`src/core/rcp_map.svh`:
```
// offsets, field positions and defaults for the reset/power-down block
`ifndef RCP_MAP_SVH
`define RCP_MAP_SVH
`define RCP_SLEEP_TRIG_IDX    8'h03
`define RCP_SLEEP_TRIG_ADDR   12'h00C
`define RCP_OPTION_ADDR       12'h010
`define RCP_CTRL_ADDR         12'h014
`define RCP_STATUS_ADDR       12'h018
`define RCP_CLEAR_ADDR        12'h01C
`define RCP_OPT_WORD_LOC      11'h7FC
`define RCP_OPT_DEFAULT       14'h3FFF
`define RCP_OPT_PROTECT       13
`define RCP_OPT_REUSE         12
`define RCP_OPT_UV_HI         11
`define RCP_OPT_UV_LO         10
`define RCP_OPT_PIN_RST       7
`define RCP_OPT_WDT_HI        6
`define RCP_OPT_WDT_LO        5
`define RCP_CTRL_SLOW_HALT    0
`define RCP_CTRL_WAKE_PIN     1
`define RCP_CTRL_WAKE_TMR     2
`define RCP_CTRL_SLEEP        3
`define RCP_REUSE_BASE        11'h400
`define RCP_HALF_TOP          11'h3FF
`define RCP_RSV_BASE          11'h7FC
`endif

```
`src/core/rcp_pkg.sv`:
```
// types shared by the reset/power-down block
package rcp_pkg;
   typedef enum logic [1:0] {PM_RUN, PM_IDLE, PM_STOP} rcp_mode_t;
   typedef struct packed {
      logic       protect_n;
      logic       reuse_n;
      logic [1:0] uv_sel;
      logic       pin_rst_en;
      logic [1:0] wdt_sel;
   } rcp_opt_t;
   typedef struct packed {
      logic       uv_reset_en;
      logic       uv_detect_en;
      logic [1:0] uv_level;
   } rcp_uv_t;
endpackage

```
`src/core/rcp_reset_ctrl.sv`:
```
// reset merge, option word decode and power-down control
//
// Contract
// - power-on, undervoltage, pin and watchdog resets each reset the chip
// - power-on reset returns all control registers to defaults
// - undervoltage reset holds chip in reset while supply is low
// - threshold field 00/01/10/11 picks 3.0/2.1/off/1.6 V levels
// - pin and watchdog resets are option-enabled and reset all registers; the code clears only ctrl_q and mode_q, cause_q and opt_q keep their values
// - option bit 7 enables pin reset, else pin is plain I/O
// - bits 6-5: 0x off, 10 run modes only, 11 always
// - option word lives at 7FCh, erased 3FFFh, programmer-only
// - option bit 13 low blocks program memory readout
// - protected, not re-use: only first half is protected
// - bit 12 cleared: protect all except reserved top area
// - re-use: reset vector 400h, interrupt vector 401h
// - sleep instruction enters idle or stop
// - power-down halts system clock and peripherals, timer optional
// - wake on reset, enabled pin/timer interrupt, or low port pins
// - any write to sleep trigger register enters power-down
// - slow halt set on entry selects stop mode
// - slow halt clear on entry selects idle mode
//
// Implementation choice: the AHB-Lite register port.
`timescale 1ns/1ps
`include "rcp_map.svh"
module rcp_reset_ctrl
   import rcp_pkg::*;
(
   input  wire logic        hclk,
   input  wire logic        hresetn,
   input  wire logic        hsel,
   input  wire logic [11:0] haddr,
   input  wire logic [1:0]  htrans,
   input  wire logic        hwrite,
   input  wire logic [2:0]  hsize,
   input  wire logic [31:0] hwdata,
   input  wire logic        hready,
   output logic      [31:0] hrdata,
   output logic             hreadyout,
   output logic             hresp,
   input  wire logic        uv_below,
   input  wire logic        external_reset_pin,
   input  wire logic        wdt_expire,
   input  wire logic        cpu_sleep,
   input  wire logic [5:0]  porta_wake_pins,
   input  wire logic [5:0]  portb_wake_pins,
   input  wire logic        ext_int_req,
   input  wire logic        aux_timer_int_req,
   input  wire logic [13:0] factory_option_word,
   input  wire logic [10:0] fetch_addr,
   input  wire logic        readout_req,
   output logic             chip_reset_n,
   output rcp_uv_t          uv_cfg,
   output logic             readout_allow,
   output logic [10:0]      reset_vector,
   output logic [10:0]      irq_vector,
   output rcp_mode_t        power_mode,
   output logic             sys_clk_en,
   output logic             slow_clk_en,
   output logic             aux_timer_run
);
   // -------------------------------------------------------
   // input synchronisers
   // -------------------------------------------------------
   logic [3:0]  sy1_q, sy2_q;
   logic [11:0] wk1_q, wk2_q;
   always_ff @(posedge hclk or negedge hresetn) begin
      if (!hresetn) begin
         sy1_q <= 4'h0;
         sy2_q <= 4'h0;
         wk1_q <= 12'hFFF;
         wk2_q <= 12'hFFF;
      end else begin
         sy1_q <= {uv_below, ~external_reset_pin, wdt_expire, ext_int_req};
         sy2_q <= sy1_q;
         wk1_q <= {portb_wake_pins, porta_wake_pins};
         wk2_q <= wk1_q;
      end
   end
   wire uv_s   = sy2_q[3];
   wire pin_s  = sy2_q[2];
   wire wdt_s  = sy2_q[1];
   wire xint_s = sy2_q[0];

   // -------------------------------------------------------
   // option word capture and decode
   // -------------------------------------------------------
   logic [13:0] opt_q;
   logic        loaded_q;
   always_ff @(posedge hclk or negedge hresetn) begin
      if (!hresetn) begin
         opt_q    <= `RCP_OPT_DEFAULT;
         loaded_q <= 1'b0;
      end else if (!loaded_q) begin
         opt_q    <= factory_option_word; // read-only to firmware
         loaded_q <= 1'b1;
      end
   end
   rcp_opt_t opt;
   assign opt.protect_n  = opt_q[`RCP_OPT_PROTECT];
   assign opt.reuse_n    = opt_q[`RCP_OPT_REUSE];
   assign opt.uv_sel     = opt_q[`RCP_OPT_UV_HI:`RCP_OPT_UV_LO];
   assign opt.pin_rst_en = opt_q[`RCP_OPT_PIN_RST];
   assign opt.wdt_sel    = opt_q[`RCP_OPT_WDT_HI:`RCP_OPT_WDT_LO];

   // level code: 0 off, 1 = 1.6V, 2 = 2.1V, 3 = 3.0V
   assign uv_cfg.uv_reset_en  = (opt.uv_sel != 2'b10);
   assign uv_cfg.uv_detect_en = ~opt.uv_sel[1];
   assign uv_cfg.uv_level     = (opt.uv_sel == 2'b00) ? 2'd3 :
                                (opt.uv_sel == 2'b01) ? 2'd2 :
                                (opt.uv_sel == 2'b11) ? 2'd1 : 2'd0;

   // -------------------------------------------------------
   // reset merge
   // -------------------------------------------------------
   rcp_mode_t mode_q;
   wire in_pd   = (mode_q != PM_RUN);
   wire uv_rst  = uv_cfg.uv_reset_en & uv_s; // level, not pulse
   wire pin_rst = opt.pin_rst_en & pin_s;
   wire wdt_rst = wdt_s & opt.wdt_sel[1] &
                  (opt.wdt_sel[0] | ~in_pd);
   wire any_rst = loaded_q & (uv_rst | pin_rst | wdt_rst);
   logic [1:0] rel_q;
   always_ff @(posedge hclk or negedge hresetn) begin
      if (!hresetn)
         rel_q <= 2'b00;
      else if (any_rst)
         rel_q <= 2'b00;
      else
         rel_q <= {rel_q[0], loaded_q}; // sync release
   end
   assign chip_reset_n = rel_q[1] & ~any_rst;
   wire soft_rst = ~chip_reset_n; // clears ctrl_q and mode_q below; cause_q keeps its bits

   // -------------------------------------------------------
   // protection and vectors
   // -------------------------------------------------------
   wire in_rsv  = (fetch_addr >= `RCP_RSV_BASE);
   wire in_half = (fetch_addr <= `RCP_HALF_TOP);
   wire prot_hit = ~opt.protect_n &
                   (opt.reuse_n ? in_half : ~in_rsv);
   assign readout_allow = readout_req & ~prot_hit;
   assign reset_vector = opt.reuse_n ? 11'h000 : `RCP_REUSE_BASE;
   assign irq_vector   = reset_vector + 11'h001;

   // -------------------------------------------------------
   // AHB-Lite slave
   // -------------------------------------------------------
   logic        wr_q, rd_q;
   logic [11:0] addr_q;
   logic [3:0]  ctrl_q;
   wire         take = hsel & hready & htrans[1];
   always_ff @(posedge hclk or negedge hresetn) begin
      if (!hresetn) begin
         wr_q   <= 1'b0;
         rd_q   <= 1'b0;
         addr_q <= 12'h000;
      end else begin
         wr_q   <= take & hwrite;
         rd_q   <= take & ~hwrite;
         addr_q <= haddr;
      end
   end
   assign hreadyout = 1'b1;
   assign hresp     = 1'b0;
   wire wr_trig  = wr_q & (addr_q == `RCP_SLEEP_TRIG_ADDR);
   wire wr_ctrl  = wr_q & (addr_q == `RCP_CTRL_ADDR);
   wire wr_clear = wr_q & (addr_q == `RCP_CLEAR_ADDR);
   always_ff @(posedge hclk or negedge hresetn) begin
      if (!hresetn)
         ctrl_q <= 4'h0;
      else if (soft_rst)
         ctrl_q <= 4'h0;
      else if (wr_ctrl)
         ctrl_q <= hwdata[3:0];
   end

   // -------------------------------------------------------
   // power-down sequencing
   // -------------------------------------------------------
   logic [2:0] cause_q;
   wire wake_pin = ~&wk2_q; // any low port pin
   wire wake_int = (ctrl_q[`RCP_CTRL_WAKE_PIN] & xint_s) |
                   (ctrl_q[`RCP_CTRL_WAKE_TMR] & aux_timer_int_req &
                    (mode_q == PM_IDLE));
   wire wake     = wake_pin | wake_int;
   wire enter    = cpu_sleep | wr_trig;
   rcp_mode_t mode_d;
   always_comb begin
      mode_d = mode_q;
      unique case (mode_q)
         PM_RUN:
            if (enter)
               mode_d = ctrl_q[`RCP_CTRL_SLOW_HALT] ? PM_STOP
                                                    : PM_IDLE;
         PM_IDLE:
            if (wake)
               mode_d = PM_RUN;
         PM_STOP:
            if (wake)
               mode_d = PM_RUN;
      endcase
   end
   always_ff @(posedge hclk or negedge hresetn) begin
      if (!hresetn)
         mode_q <= PM_RUN;
      else if (soft_rst)
         mode_q <= PM_RUN; // reset wakes
      else
         mode_q <= mode_d;
   end
   // sticky reset-cause bits; set wins over clear
   always_ff @(posedge hclk or negedge hresetn) begin
      if (!hresetn)
         cause_q <= 3'b000;
      else
         cause_q <= (cause_q & ~(wr_clear ? hwdata[2:0] : 3'b000)) |
                    {wdt_rst, pin_rst, uv_rst};
   end
   assign power_mode    = mode_q;
   assign sys_clk_en    = (mode_q == PM_RUN);
   assign slow_clk_en   = (mode_q != PM_STOP);
   assign aux_timer_run = (mode_q == PM_RUN) |
                          ((mode_q == PM_IDLE) &
                           ctrl_q[`RCP_CTRL_WAKE_TMR]);

   // -------------------------------------------------------
   // read mux
   // -------------------------------------------------------
   wire [31:0] rd_mux =
      (addr_q == `RCP_OPTION_ADDR) ? {18'h0_0000, opt_q} :
      (addr_q == `RCP_CTRL_ADDR)   ? {28'h000_0000, ctrl_q} :
      (addr_q == `RCP_STATUS_ADDR) ?
         {25'h000_0000, cause_q, 2'b00, mode_q} : 32'h0000_0000;
   assign hrdata = rd_q ? rd_mux : 32'h0000_0000;
endmodule

```
`config.mk`:
```
export PLATFORM = sky130hd
export DESIGN_NAME = rcp_reset_ctrl
export DESIGN_NICKNAME = d
export VERILOG_FILES = /design/src/core/rcp_pkg.sv /design/src/core/rcp_reset_ctrl.sv
export VERILOG_INCLUDE_DIRS = /design/src /design/src/core
export SDC_FILE = /design/constraint.sdc
export NUM_CORES = 1
export LEC_CHECK = 0
export BUFFER_PORTS_ARGS = -buffer_cell sky130_fd_sc_hd__clkbuf_2
export CAP_MARGIN = 30
export CORE_MARGIN = 2
export CORE_UTILIZATION = 44
export CTS_CLUSTER_SIZE = 20
export DETAILED_ROUTE_END_ITERATION = 10
export PLACE_DENSITY = 0.86
export SLEW_MARGIN = 40
export SYNTH_ARGS = -nofsm -noshare
export SYNTH_HDL_FRONTEND = slang
export SYNTH_SLANG_ARGS = --single-unit
```
`constraint.sdc`:
```
create_clock -name hclk -period 2.81 [get_ports hclk]
set_input_delay 0.562 -clock hclk [delete_from_list [all_inputs] [get_ports hclk]]
set_output_delay 0.562 -clock hclk [all_outputs]
set_load 0.03 [all_outputs]
```
==> run_results.csv, run 1 <==
group,metric,value,unit
yosys,ys_types,35,
yosys,syn_area,0.002999,mm2
grt,grt_pass1_wl,8.756,mm
power_and_ir_drop,leakage,1.820,nW
placed_design,numPortBuffers,90,
clocking,cts_hold_buf,0,
yosys,synth_edf_count,0,
floorplanning,core.rowCount,30,
floorplanning,floorplan.initialDensity,0.4489,
final_layout,layout-drive-gt1-share,0.5275,
sta,max_freq,0.3622,GHz
run,cap_violations,0,
sta,maxSlewHeadroom,0.5800,
run_status,status,"finished, final reports clean",
final_layout,utilization,0.5657,
grt,grt.total_usage,0.1539,
sta,worstMarginPinSlew,0.6300,ns
final_layout,multi_input_area,987.2,um2
clocking,clkTransAtPathRegs,0.07,ns
yosys,yosysTopAreaCell,"dfstp_2",
setup_path,critPathArrivalTime,2.20,ns
sta,grt_setup_unrepaired,"true",
drt,initialDrtViolationCount,49,
clocking,htreeDepth,3,
setup_path,worst_setup_path_end_kind,"output pin",
final_layout,final_common_cell,"clkbuf_2",
sta,period_share,0.9827,
worst_hold_path,hp-class,"input port to asynchronous set/reset pin",
setup_path,crit_fanout,5,
clocking,cts_tree,"yes",
floorplanning,ios,165,
grt,grt_max_degree,46,
drt,post_drt_wl_per_cell,12.82,um
drt,num_vias,1943,
yosys,async_flop_share,1.000,
power_and_ir_drop,pwr_density_cell,588.1,mW/mm2
drt,drc,0,
final_layout,fill_cells,550,
clocking,cts_made_buffers,9,
placed_design,place_congestion,0.7646,
floorplanning,coreArea,0.006681,mm2
yosys,synth_top_flop_cell,"dfstp_2",
yosys,yosysSeqAreaShare,0.6166,
placed_design,post-place-ws,0.2278,ns
yosys,syn_avg_cell_area,12.60,um2
drt,routed_via_density,4.572,
sta,maxSlewViolCount,0,
final_layout,diodes,0,
grt,grt_antenna_before_repair,0,
setup_path,cp_data_required_time,2.25,ns
final_layout,regArea,0.001849,mm2
grt,overflow,0,
drt,drt_pre_antenna_iters,4,
sta,fin_crit,2.761,ns
floorplanning,die_y,86.56,um
sta,clock_skew,0.006961,ns
clocking,cts_root_buffer,"clkbuf_8",
placed_design,hpwl,4.157,mm
final_layout,layout.nets,444,
setup_path,path_class,"flip-flop to output pin",
clocking,clk_latency,0.33,ns
sta,finalHoldViolCount,0,
clocking,numClockSinks,72,
floorplanning,die_area,0.007493,mm2
floorplanning,dieWidth,86.56,um
drt,drt_wl_total,5.447,mm
sta,layout_setup_ws,0.04872,ns
yosys,synth.ff_latch_count,72,
yosys,yosysWarningCount,0,
setup_path,critPathLaunchType,"flip-flop",
drt,postRouteAntennaNets,0,
yosys,synthTopCellsByArea,"dfstp_2 33%, dfrtp_1 28%, buf_4 10%",
grt,first_global_vias,1863,
sta,setup_viol,0,
yosys,postSynthCellCount,238,
power_and_ir_drop,vdd_drop_max,449.5,uV
final_layout,syn2layout_area_growth,26.03,%
yosys,synth_top_cell_area_share,0.3329,
final_layout,mostFrequentLayoutCells,"80 x clkbuf_2, 41 x conb_1, 38 x dfstp_2",
clocking,cts_buffer_depth,2,
## state kept, by name (all words and copies together), names as in the netlist, 3 cells and up
signal and cells:
opt_q 14, addr_q 12, wk1_q 12, wk2_q 12
ctrl_q 4, sy1_q 4, sy2_q 4, cause_q 3
## cells by family after synthesis
group | share of synthesized area
flops | 0.6166
simple gates | 0.1135
buf+inv | 0.1268
mux | 0.08260
compound gates | 0.03296
fa+ha+maj | 0.02503
other cells | 0.002504
## synthesized netlist by cell type (all sizes together) (3+ instances only)
master,n
dfstp,38
mux2,14
nor2b,4
nor3,5
nor2,15
o21ai,5
and2,5
ha,6
inv,14
mux2i,9
clkbuf,5
a21oi,3
nand2,9
nand4,6
nand3,4
buf,41
dfrtp,34
## worst paths after layout
| kind | start | to | slack, ns | cells past startpoint |
|---|---|---|---|---|
| worst max-delay path | addr_q[0]$_DFF_PN0_ | hrdata[5] | 0.05 | 7 |
| worst min-delay path | hresetn | cause_q[0]$_DFF_PN0_ | 0.24 | 1 |
| worst max register to register | addr_q[0]$_DFF_PN0_ | power_mode[1]$_DFFE_PN0P_ | 0.75 | 6 |
| worst min register to register | sy1_q[3]$_DFF_PN0_ | sy2_q[3]$_DFF_PN0_ | 0.35 | 0 |
| max in group asynchronous | hresetn | wk2_q[11]$_DFF_PN1_ | 1.87 | 2 |
| min in group hclk | portb_wake_pins[3] | wk1_q[9]$_DFF_PN1_ | 0.30 | 1 |
## layout make-up
cell class,instances,area share
inverter,14,0.01390
timing repair buffer,98,0.1546
sequential,72,0.4892
clock buffer,12,0.04138
tap,80,0.02648
clock inverter,4,0.01324
multi-input combinational,145,0.2612
## critical path, stage by stage, from the launching register on
cell	delay, ns
dfrtp_1	0.36
or4_4	0.54
nor2_4	0.15
nand4_1	0.12
buf_6	0.16
or2_4	0.27
nor2_4	0.12
buf_8	0.13
## what timing repair did
item	4_1_cts	5_1_grt
pin swaps	11	3
resized for setup	25	13
setup endpoints to repair	9	13
buffers inserted	4	2
endpoints found under the hold margin	0	0
## per-layer routing
metal | share of wire | track usage | vias up
met5 | 0 | 0 | -
met4 | 0.0068 | 0.04688 | 0
met3 | 0.066 | 0.05810 | 4
met2 | 0.53 | 0.2517 | 88
met1 | 0.40 | 0.1903 | 941
li1 | - | - | 910
## per-stage QoR
step                      cell area, um2  setup TNS (ns)  cells  hold WS, ns  total power, mW
final                               3780               0    425       0.2434            2.223
after global routing                3780        -0.08523    425       0.2788            2.331
after CTS                           3734         -0.2230    423       0.2573            2.244
after detailed placement            3396               0    403       0.3379            1.423
after global placement              3396               0    403       0.3321            1.413
after floorplan                     3146        -0.08677    277       0.2664            1.367
## where the power goes
group	internal, mW	total, mW	switching, mW	leakage [nW]
clock	0.465	0.814	0.349	0.106
sequential	1.12	1.15	0.0303	0.808
combinational	0.0820	0.257	0.175	0.906
total	1.67	2.22	0.554	1.82
Note: power is estimated with default switching activity, not from simulation.
==> run 2, diff against run 1 <==
--- a/config.mk
+++ b/config.mk
@@ -13,6 +13,7 @@
 export CTS_CLUSTER_SIZE = 20
 export DETAILED_ROUTE_END_ITERATION = 10
 export PLACE_DENSITY = 0.86
+export SETUP_SLACK_MARGIN = 0.5
 export SLEW_MARGIN = 40
 export SYNTH_ARGS = -nofsm -noshare
 export SYNTH_HDL_FRONTEND = slang
==> run 2 against run 1 <==
Net effect:
- total power shrank 0.94%
- worst setup slack better by 0.086 ns
- clock skew increased by 0.0039 ns
- clock power is 5.3% lower
- via count rose by 2.1%
- first-iteration DRC count rose by 57%
- largest power group unchanged
- highest routed layer unchanged
==> run_results.csv, run 2 (synthesis results as in run 1) <==
group,metric,value,unit
final_layout,mostFrequentLayoutCells,"74 x clkbuf_2, 41 x conb_1, 38 x dfstp_2",
final_layout,largest-register,"opt_q",
clocking,cts_tree,"yes",
placed_design,post-place-ws,0.3280,ns
sta,setup_viol,0,
grt,overflow,0,
sta,maxSlewHeadroom,0.5942,
final_layout,design_area,0.003979,mm2
worst_hold_path,hp-class,"input port to asynchronous set/reset pin",
final_layout,layout.nets,453,
placed_design,hpwl,4.389,mm
setup_path,timing.rr.end,"power_mode[1]$_DFFE_PN0P_",
clocking,clk_latency,0.33,ns
drt,num_vias,1983,
sta,maxSlewViolCount,0,
run_status,status,"finished, final reports clean",
sta,layout_setup_ws,0.1347,ns
floorplanning,core.rowCount,30,
clocking,clkTransAtPathRegs,0.08,ns
placed_design,dp.cells,406,
final_layout,largest_reg_flops,14,
drt,drt_wl_total,5.795,mm
setup_path,reg2reg_depth,8,
final_layout,fill_cells,504,
grt,first_global_vias,2007,
final_layout,fin_cells,434,
setup_path,rr_startpoint,"addr_q[0]$_DFF_PN0_",
grt,grt_max_degree,30,
setup_path,rrSetupSlack,0.65,ns
clocking,cts_root_buffer,"clkbuf_8",
sta,finalHoldViolCount,0,
grt,grt.total_usage,0.1638,
final_layout,multi_input_area,0.001061,mm2
setup_path,critPathLaunchType,"flip-flop",
sta,fin_crit,2.675,ns
power_and_ir_drop,clock_power_share,0.350,
power_and_ir_drop,total_power,2.202,mW
setup_path,worst_setup_path_end_kind,"output pin",
final_layout,final_common_cell,"clkbuf_2",
placed_design,dpl-instance-area,0.003457,mm2
power_and_ir_drop,internal_power,1.615,mW
power_and_ir_drop,swShare,0.2666,
final_layout,regArea,0.001851,mm2
floorplanning,coreArea,0.006681,mm2
run,cap_violations,0,
floorplanning,floorplan.initialDensity,0.4489,
floorplanning,die_area,0.007493,mm2
setup_path,crit_fanout,4,
drt,initialDrtViolationCount,77,
sta,holdWs,0.2330,ns
setup_path,cp_data_required_time,2.25,ns
floorplanning,dieWidth,86.56,um
power_and_ir_drop,leakage,1.915,nW
grt,grt_pass1_wl,9.163,mm
placed_design,numPortBuffers,90,
drt,routed_via_density,4.569,
floorplanning,die_y,86.56,um
sta,worstMarginPinSlew,0.6087,ns
clocking,cts_made_buffers,9,
sta,max_freq,0.3738,GHz
clocking,cts_buffer_depth,2,
sta,setup_tns,0,ns
drt,drt_pre_antenna_iters,4,
setup_path,critPathArrivalTime,2.11,ns
placed_design,place_congestion,0.8272,
sta,grt_setup_unrepaired,"true",
power_and_ir_drop,switchingPower,0.5871,mW
power_and_ir_drop,pwr_density_cell,553.4,mW/mm2
sta,clock_skew,0.01086,ns
final_layout,syn2layout_area_growth,32.67,%
power_and_ir_drop,vdd_drop_max,499.8,uV
power_and_ir_drop,power_frac_seq,0.524,
floorplanning,ios,165,
sta,period_share,0.9521,
final_layout,diodes,0,
clocking,numClockSinks,72,
drt,postRouteAntennaNets,0,
drt,post_drt_wl_per_cell,13.35,um
final_layout,layout-drive-gt1-share,0.5847,
power_and_ir_drop,pwr-share-comb,0.126,
setup_path,path_class,"flip-flop to output pin",
final_layout,utilization,0.5955,
clocking,htreeDepth,3,
drt,drc,0,
grt,grt_antenna_before_repair,0,
run 2: cell types whose count changed in the layout (fill, tap and decap cells not counted), moves of 3 or more:
cell	before	now
inv_1	14	10
buf_8	3	6
clkbuf_2	80	74
nor3_4	0	4
buf_4	9	16
inv_2	0	4
clkbuf_8	11	18
run 2: worst max-delay path by stage:
| stage | startpoint | to | depth (start not counted) | slack [ns] |
|---|---|---|---|---|
| 2_1_floorplan | addr_q[5]$_DFF_PN0_ | hrdata[2] | 4 | 0.29 |
| 3_3_place_gp | addr_q[5]$_DFF_PN0_ | hrdata[6] | 6 | 0.34 |
| 3_5_place_dp | addr_q[5]$_DFF_PN0_ | hrdata[0] | 6 | 0.33 |
| 4_1_cts | addr_q[0]$_DFF_PN0_ | hrdata[0] | 6 | 0.07 |
| 5_1_grt | addr_q[0]$_DFF_PN0_ | hrdata[0] | 6 | 0.03 |
| 6_report | addr_q[0]$_DFF_PN0_ | hrdata[2] | 7 | 0.13 |
run 2: critical path, cell delays in order, from the launching register on:
cell,delay [ns]
dfrtp_1,0.36
or4_4,0.54
nor2_4,0.12
nand4_1,0.17
buf_6,0.19
buf_4,0.14
nor3_4,0.13
buf_8,0.15
run 2: cell type report:
class | instances | share of cell area
Clock inverter | 5 | 0.008491
Sequential cell | 72 | 0.4651
Multi-Input combinational cell | 145 | 0.2667
Inverter | 14 | 0.01321
Tap cell | 80 | 0.02516
Timing Repair Buffer | 107 | 0.1805
Clock buffer | 11 | 0.04088
run 2: what timing repair did:
| action | in CTS | in global routing |
|---|---|---|
| resized for setup | 48 | 14 |
| setup buffers | 7 | 5 |
| hold endpoints to repair | 0 | 0 |
| setup endpoints to repair | 15 | 15 |
| pin swaps | 14 | 8 |
| hold buffers | 0 | 0 |
run 2: per-layer routing:
layer  wire length [um]  vias up  global-route usage  part of all wire
li1                   -      926                   -                 -
met1               2309      938              0.1985              0.40
met2               2990      112              0.2755              0.52
met3                418        7             0.03238             0.072
met4                 76        0             0.08807             0.013
met5                  0        -                   0                 0
run 2: power by group through the flow:
stage	Combinational, mW	Sequential (mW)	Clock [mW]
2_1_floorplan	0.214	1.16	0
3_3_place_gp	0.251	1.16	0
3_5_place_dp	0.258	1.17	0
4_1_cts	0.272	1.15	0.787
5_1_grt	0.301	1.16	0.844
6_report	0.277	1.15	0.771
